==> config.mk <==
export PLATFORM = sky130hd
export DESIGN_NAME = iepb_bank
export DESIGN_NICKNAME = d
export VERILOG_FILES = /design/src/iepb_pkg.sv /design/src/iepb_bank.sv
export SDC_FILE = /design/constraint.sdc
export NUM_CORES = 1
export LEC_CHECK = 0
export CORE_MARGIN = 1
export CORE_UTILIZATION = 55
export DETAILED_ROUTE_END_ITERATION = 8
export DONT_BUFFER_PORTS = 1
export PLACE_DENSITY = 0.72
export SLEW_MARGIN = 20
export SYNTH_ARGS = -nofsm -noshare
export SYNTH_HDL_FRONTEND = slang
export SYNTH_SLANG_ARGS = --single-unit
==> constraint.sdc <==
create_clock -name REF_CLK_I -period 1.8 [get_ports REF_CLK_I]
set_input_delay 0.36 -clock REF_CLK_I [delete_from_list [all_inputs] [get_ports REF_CLK_I]]
set_output_delay 0.36 -clock REF_CLK_I [all_outputs]
set_load 0.03 [all_outputs]
==> src/iepb_pkg.sv <==
/*
 * iepb_pkg: register map, field layout, reset values and carrier types of the
 * interrupt enable and priority bank.
 * assumes one 200 MHz clock domain shared with the peripherals and the cpu.
 */
package iepb_pkg;

    localparam int          ADDR_W        = 4;
    localparam int          DATA_W        = 16;
    localparam int          LVL_W         = 3;
    localparam int          NUM_LVL_SRC   = 12;

    // register indices on the local bus
    localparam logic [3:0]  IDX_ENABLE_2  = 4'h0;
    localparam logic [3:0]  IDX_ENABLE_3  = 4'h1;
    localparam logic [3:0]  IDX_ENABLE_4  = 4'h2;
    localparam logic [3:0]  IDX_LEVEL_0   = 4'h3;
    localparam logic [3:0]  IDX_LEVEL_1   = 4'h4;
    localparam logic [3:0]  IDX_LEVEL_2   = 4'h5;
    localparam logic [3:0]  IDX_STATUS    = 4'h6;
    localparam logic [3:0]  IDX_MASK      = 4'h7;

    // implemented bits of each register
    localparam logic [15:0] IMPL_ENABLE_2 = 16'h0007;
    localparam logic [15:0] IMPL_ENABLE_3 = 16'hA7FF;
    localparam logic [15:0] IMPL_ENABLE_4 = 16'h00F7;
    localparam logic [15:0] IMPL_LEVEL    = 16'h7777;
    localparam logic [15:0] IMPL_STATUS   = 16'h0FFF;

    // reset values
    localparam logic [15:0] RST_ENABLE    = 16'h0000;
    localparam logic [15:0] RST_LEVEL     = 16'h4444;
    localparam logic [15:0] RST_STATUS    = 16'h0000;

    // field positions: a level field k sits at bits 4k+2..4k
    localparam int          LVL_STRIDE    = 4;
    localparam int          LVL_PER_WORD  = 4;
    localparam logic [2:0]  LVL_OFF       = 3'h0;

    // flag words laid out like the enable registers they are gated by
    typedef struct packed {
        logic [15:0] word_4;
        logic [15:0] word_3;
        logic [15:0] word_2;
    } iepb_gate_word_t;

    // level-controlled sources: flag plus the enable held elsewhere
    typedef struct packed {
        logic [NUM_LVL_SRC-1:0] flag;
        logic [NUM_LVL_SRC-1:0] enable;
    } iepb_level_src_t;

endpackage

==> src/iepb_bank.sv <==
/*
 * iepb_bank: enable and priority register bank with gated request outputs,
 * sticky request status, mask and one level interrupt.
 * assumes flags arrive from peripheral logic on REF_CLK_I (no synchroniser),
 * and a local bus master that never strobes read and write together.
 */
`timescale 1ns/1ps

module iepb_bank (
    // clock and reset
    input  wire logic                     REF_CLK_I,
    input  wire logic                     RSTN_I,
    // register bus
    input  wire logic [3:0]               ADDR_I,
    input  wire logic [15:0]              WDATA_I,
    input  wire logic                     WR_I,
    input  wire logic                     RD_I,
    output logic      [15:0]              RDATA_O,
    // peripheral flags
    input  wire iepb_pkg::iepb_gate_word_t GATE_FLAG_I,
    input  wire iepb_pkg::iepb_level_src_t LEVEL_SRC_I,
    // requests toward the processor
    output iepb_pkg::iepb_gate_word_t     GATE_REQ_O,
    output logic      [11:0]              LEVEL_REQ_O,
    output logic      [35:0]              LEVEL_O,
    // interrupt
    output logic                          IRQ_O
);

    logic [15:0] enable_2_reg;
    logic [15:0] enable_3_reg;
    logic [15:0] enable_4_reg;
    logic [15:0] level_0_reg;
    logic [15:0] level_1_reg;
    logic [15:0] level_2_reg;
    logic [15:0] status_reg;
    logic [15:0] mask_reg;
    logic [15:0] rdata_next;
    logic [11:0] level_req_next;
    logic [11:0] level_req_rise;
    logic [35:0] level_all;
    logic [15:0] status_next;

    // writable register update keeps only implemented bits
    function automatic logic [15:0] wr_impl(input logic [15:0] data, input logic [15:0] impl);
        wr_impl = data & impl;
    endfunction

    // level field k of a priority word
    function automatic logic [2:0] field_of(input logic [15:0] word, input int k);
        field_of = word[k*iepb_pkg::LVL_STRIDE +: iepb_pkg::LVL_W];
    endfunction

    wire wr_hit = WR_I;

    // enable registers
    always_ff @(posedge REF_CLK_I or negedge RSTN_I) begin
        if (!RSTN_I) begin
            enable_2_reg <= iepb_pkg::RST_ENABLE;
            enable_3_reg <= iepb_pkg::RST_ENABLE;
            enable_4_reg <= iepb_pkg::RST_ENABLE;
        end else if (wr_hit) begin
            if (ADDR_I == iepb_pkg::IDX_ENABLE_2) begin
                enable_2_reg <= wr_impl(WDATA_I, iepb_pkg::IMPL_ENABLE_2);
            end
            if (ADDR_I == iepb_pkg::IDX_ENABLE_3) begin
                enable_3_reg <= wr_impl(WDATA_I, iepb_pkg::IMPL_ENABLE_3);
            end
            if (ADDR_I == iepb_pkg::IDX_ENABLE_4) begin
                enable_4_reg <= wr_impl(WDATA_I, iepb_pkg::IMPL_ENABLE_4);
            end
        end
    end

    // priority registers
    always_ff @(posedge REF_CLK_I or negedge RSTN_I) begin
        if (!RSTN_I) begin
            level_0_reg <= iepb_pkg::RST_LEVEL;
            level_1_reg <= iepb_pkg::RST_LEVEL;
            level_2_reg <= iepb_pkg::RST_LEVEL;
        end else if (wr_hit) begin
            if (ADDR_I == iepb_pkg::IDX_LEVEL_0) begin
                level_0_reg <= wr_impl(WDATA_I, iepb_pkg::IMPL_LEVEL);
            end
            if (ADDR_I == iepb_pkg::IDX_LEVEL_1) begin
                level_1_reg <= wr_impl(WDATA_I, iepb_pkg::IMPL_LEVEL);
            end
            if (ADDR_I == iepb_pkg::IDX_LEVEL_2) begin
                level_2_reg <= wr_impl(WDATA_I, iepb_pkg::IMPL_LEVEL);
            end
        end
    end

    // source k of word w sits at index 4w+k; field code is the level itself
    always_comb begin
        for (int k = 0; k < iepb_pkg::LVL_PER_WORD; k++) begin
            level_all[k*3 +: 3]      = field_of(level_0_reg, k);
            level_all[(k+4)*3 +: 3]  = field_of(level_1_reg, k);
            level_all[(k+8)*3 +: 3]  = field_of(level_2_reg, k);
        end
    end

    // a zero level kills the source even with its enable set
    always_comb begin
        for (int s = 0; s < iepb_pkg::NUM_LVL_SRC; s++) begin
            level_req_next[s] = LEVEL_SRC_I.flag[s] & LEVEL_SRC_I.enable[s]
                              & (level_all[s*3 +: 3] != iepb_pkg::LVL_OFF);
        end
    end

    // flags are only read, never altered here, so masking cannot lose them
    always_ff @(posedge REF_CLK_I or negedge RSTN_I) begin
        if (!RSTN_I) begin
            GATE_REQ_O  <= '0;
            LEVEL_REQ_O <= '0;
            LEVEL_O     <= {12{3'h4}};
        end else begin
            GATE_REQ_O.word_2 <= GATE_FLAG_I.word_2 & enable_2_reg;
            GATE_REQ_O.word_3 <= GATE_FLAG_I.word_3 & enable_3_reg;
            GATE_REQ_O.word_4 <= GATE_FLAG_I.word_4 & enable_4_reg;
            LEVEL_REQ_O       <= level_req_next;
            LEVEL_O           <= level_all;
        end
    end

    // status: rising presented request sets, write-one clears, set wins
    assign level_req_rise = level_req_next & ~LEVEL_REQ_O;

    always_comb begin
        status_next = status_reg;
        if (wr_hit && ADDR_I == iepb_pkg::IDX_STATUS) begin
            status_next = status_next & ~WDATA_I;
        end
        status_next = (status_next | {4'h0, level_req_rise}) & iepb_pkg::IMPL_STATUS;
    end

    always_ff @(posedge REF_CLK_I or negedge RSTN_I) begin
        if (!RSTN_I) begin
            status_reg <= iepb_pkg::RST_STATUS;
        end else begin
            status_reg <= status_next;
        end
    end

    always_ff @(posedge REF_CLK_I or negedge RSTN_I) begin
        if (!RSTN_I) begin
            mask_reg <= iepb_pkg::RST_STATUS;
        end else if (wr_hit && ADDR_I == iepb_pkg::IDX_MASK) begin
            mask_reg <= wr_impl(WDATA_I, iepb_pkg::IMPL_STATUS);
        end
    end

    assign IRQ_O = |(status_reg & mask_reg);

    // read mux; unmapped indices answer zero
    always_comb begin
        case (ADDR_I)
            iepb_pkg::IDX_ENABLE_2: rdata_next = enable_2_reg;
            iepb_pkg::IDX_ENABLE_3: rdata_next = enable_3_reg;
            iepb_pkg::IDX_ENABLE_4: rdata_next = enable_4_reg;
            iepb_pkg::IDX_LEVEL_0:  rdata_next = level_0_reg;
            iepb_pkg::IDX_LEVEL_1:  rdata_next = level_1_reg;
            iepb_pkg::IDX_LEVEL_2:  rdata_next = level_2_reg;
            iepb_pkg::IDX_STATUS:   rdata_next = status_reg;
            iepb_pkg::IDX_MASK:     rdata_next = mask_reg;
            default:                rdata_next = 16'h0000;
        endcase
    end

    // read data stands one cycle only, zero otherwise
    always_ff @(posedge REF_CLK_I or negedge RSTN_I) begin
        if (!RSTN_I) begin
            RDATA_O <= 16'h0000;
        end else if (RD_I) begin
            RDATA_O <= rdata_next;
        end else begin
            RDATA_O <= 16'h0000;
        end
    end
endmodule

-- After elaboration in Yosys (flattened, before gate mapping)
Cells that the tools add are included.
- bits in registers: 195
- latch bits: 0
- RAM bits: 0
- bits in read-only memories: 0
- input port bits: 96
- memories kept: 0
- add/sub/neg operators: 0
- multipliers: 0
- divide/modulo/power cells: 0
- $lt $le $gt $ge: 0
- equality and inequality tests: 7
- shifts and indexed selects: 0
- muxes and demuxes: 3
- bitwise logic cells: 33
- reductions and logical operators: 22
- operators with widths (operator ; count):
    16-bit case mux with 8 select lines ; 1
    12-bit bitwise AND ; 3
    3-bit nonzero test ; 12
    1-bit bitwise AND ; 24
    12-bit NOT ; 2
    16-bit bitwise AND ; 1
    16-bit by 3-bit bitwise AND with 16-bit output ; 1
    16-bit by 8-bit bitwise AND with 16-bit output ; 1
    4-bit by 3-bit equality test with 1-bit output (second input constant) ; 4
    16-bit 2-to-1 mux ; 1
    16-bit OR reduction ; 1
    12-bit 2-to-1 mux ; 1
    12-bit bitwise OR ; 1
    2-bit AND reduction ; 6
    4-bit by 2-bit equality test with 1-bit output (second input constant) ; 2
    4-bit by 1-bit equality test with 1-bit output (second input constant) ; 1
    4-bit zero test ; 1
    1-bit logical AND ; 2

-- Depth between registers and ports, before layout
- word-level depth: 4
- depth in mapped cells: 5
- gate-level depth less buffers: 3

-- Worst setup path before layout
No wires, ideal clock.
- path kind: input -> register
- start point: in ADDR_I[3]
- end point: reg level_0_reg[12]
- library setup time: 125 ps
- arrival: 1321 ps
- data required time: 1675 ps
- path slack: 355 ps
- stages: 4
- buffers on the path: 1
- cell sequence: nor2_1 > and4_1 > buf_2 > mux2_2
- longest elaborated chain between the ends: 2
- RTL lines (item ; RTL line ; text):
    from (decl) ; iepb_bank.sv:14 ; input wire logic [3:0] ADDR_I,
    4-bit by 2-bit equality test with 1-bit output ; iepb_bank.sv:82 ; if (ADDR_I == iepb_pkg::IDX_LEVEL_0) begin
    2-bit AND reduction (no line) ; -- ;
    to (signal assigned) ; iepb_bank.sv:78 ; level_0_reg <= iepb_pkg::RST_LEVEL;
    to (signal assigned) ; iepb_bank.sv:83 ; level_0_reg <= wr_impl(WDATA_I, iepb_pkg::IMPL_LEVEL);
    to (decl) ; iepb_bank.sv:33 ; logic [15:0] level_0_reg;
No other way between the ends.
A chain may end at the register's enable or synchronous reset.

-- Worst setup path in the final report
- start point: reg status_reg[0]
- end point: out IRQ_O
- longest elaborated chain between the ends: 2
- RTL lines (item ; RTL line ; text):
    from (decl) ; iepb_bank.sv:36 ; logic [15:0] status_reg;
    from (signal assigned) ; iepb_bank.sv:139 ; status_reg <= iepb_pkg::RST_STATUS;
    from (signal assigned) ; iepb_bank.sv:141 ; status_reg <= status_next;
    12-bit bitwise AND ; iepb_bank.sv:153 ; assign IRQ_O = |(status_reg & mask_reg);
    16-bit OR reduction ; iepb_bank.sv:153 ;
    to (decl) ; iepb_bank.sv:27 ; output logic IRQ_O
No other way between the ends.

==> results.cfg <==
[status]
status = finished, violations left
violations = hold timing, setup timing

[finish]
fin_nets = 590
syn_to_final_growth_pct = 10.1
register_area_um2 = 4280
reg_top3 = LEVEL_O: 36 flops, GATE_REQ_O: 23 flops, RDATA_O: 16 flops
top_register = LEVEL_O
layout-drive-gt1-share_pct = 32.3
final_cell_mix = 146 x dfrtp_1, 65 x mux2_2, 25 x conb_1
multi_input_area_um2 = 2400
num_antenna_cells = 0
largest_register_ffs = 36
layout.cells.non_filler = 675
final_common_cell = dfrtp_1
n_fill_cell = 947

[yosys]
syn_area_per_cell_um2 = 14.3
netlist_instances = 487
ys_ff_latch = 170
yosys_warnings = 0
yosys.cell_types.count = 44
syn-cell-area_um2 = 6940
synth_area_leaders = dfrtp_1 53%, mux2_2 11%, dfstp_2 9.1%
synth_largest_area_cell = dfrtp_1
synth-seq-area-share_pct = 61.7
synth_top_area_share_pct = 52.6

[timing]
clock_skew_ps = 9.79
timing.hold.ws_ps = -359
setup_viol = 1
hold_violations = 170
fin_ws_ps = -203
report.final.slew_viol_count = 0
fin_crit_sh_pct = 111
fmax_ghz = 0.499
worst_pin_slew_ps = 727
rsz0062_at_grt = true
setup_tns_ps = -203
slew_headroom_pct = 51.5
min_period_ps = 2000

[routing]
drt_wl_total_um = 15500
wire_per_inst_um = 23.0
dr.first_iter.drc_count = 272
vias_per_cell = 5.94
antenna_left = 0
vias = 4008
firstDrtPassIters = 5
drcViolationCount = 0

[die]
fp.dieH_um = 114
num_rows = 40
die_area_um2 = 13100
die_w_um = 114
start_util_pct = 57.1
io_pins = 209
core_area_um2 = 12200

[critical_path]
cp-start-kind = register
crit_type = register to output port
r2r_end = RDATA_O[2]
cpLargestDelayFamily = compound AO/OA/AOI/OAI gates
critPathMaxFanout = 3
timing.rr.start = mask_reg[2]
arrival_ps = 1640
cp_cell_sequence = a22o_1 -> a221oi_2 -> nand3_1 -> buf_6
crit_slowest_cell = dfrtp_1
cpPeakStageDelay_ps = 420
critPathLaunch = status_reg[0]
r2r_cells = 3
required_ps = 1440
regToRegSetupSlack_ps = 360
cp.depth = 4
crit_buf_inv = 1
crit_path_end = IRQ_O
cp-end-kind = output port

[placement]
gp_routability_congestion = 0.818
dp_hpwl_um = 10100
place.port_buffers = 0
dpl.cell_count = 640

[power_and_ir_drop]
peakVddDrop_mv = 0.654
p_per_area_nw_per_um2 = 1370
p_leak_uw = 0.00346

[clock_network]
root_buffer = clkbuf_16
cts.sinks = 170
cts-buffers-inserted = 17
cts_tree = built
cts_max_path_buffers = 2
htreeDepth = 4
clock_latency_ps = 420
clkTransAtPathRegs_ps = 70

[global_routing]
antenna_found_initial = 0
grt-ovfl-total = 0
grt_usage_pct = 25.0
grt_pass1_vias = 4152
grt_first_pass_wirelength_um = 23800
grt_max_degree = 171

[job]
drv_cap = 0

[min_path]
hold_class = input pin to asynchronous set/reset pin
cells in the mapped netlist, drive strengths merged:
master and n:
inv 12, conb 1, o311a 12, nand3 21
a22oi 2, a21oi 5, nor2 5, and2 24
and3b 17, nand2b 2, a22o 15, clkbuf 5
o21ai 12, a222oi 3, and3 6, nor2b 3
nand3b 5, and4 2, mux2 85, dfstp 24
o32a 2, dfrtp 146, a221oi 3, nor4b 1
nand2 3, a31oi 7, mux2i 6, nor3 1
and4bb 1, and2b 1, nor3b 6, a2bb2oi 1
a32oi 4, buf 43, a21o 1
layout make-up:
class	count	area share, %
Tap cell	168	2.75
Clock buffer	18	5.75
Inverter	12	0.589
Timing Repair Buffer	12	1.39
Clock inverter	14	2.13
Multi-Input combinational cell	281	31.3
Sequential cell	170	56.0
through the flow:
step	util, %	cell area [um2]	total power [uW]	setup WS (ps)
global route	62.8	7640	10800	-242
floorplan	-	7030	6530	355
finish	62.8	7640	10500	-203
CTS	62.8	7640	10500	-210
detailed placement	57.5	7000	6800	123
global placement	57.5	7000	6740	146
metal layers:
layer / wire [um] / track usage [%]
met5: 0 / 0
met3: 1080 / 6.51
met1: 6450 / 32.6
met2: 7810 / 40.8
met4: 161 / 8.14
power by group:
group          total [uW]  internal, uW  switching (uW)
combinational         989           614             375
clock                3680          2120            1570
sequential           5800          4620            1170
timing repair:
action / in CTS / in global routing
gates cloned: 0 / 0
endpoints found under the hold margin: 170 / 170
resized for setup: 3 / 1
endpoints found under the setup margin: 1 / 1
pin swaps: 2 / 2
setup buffers: 3 / 0
worst min-delay path by stage:
stage	startpoint	endpoint
6_report	RSTN_I	GATE_REQ_O[22]
3_5_place_dp	RSTN_I	LEVEL_O[15]
3_3_place_gp	RSTN_I	LEVEL_O[15]
4_1_cts	RSTN_I	LEVEL_O[7]
5_1_grt	RSTN_I	mask_reg[1]
2_1_floorplan	RSTN_I	GATE_REQ_O[0]
logic make-up after synthesis:
family | Yosys count | synth area share [%]
other cells | 1 | 0.0540
buf+inv | 60 | 5.37
mux | 91 | 15.7
simple gates | 98 | 9.62
compound gates | 67 | 7.53
flops | 170 | 61.7
Power figures use the tool's default switching activity.
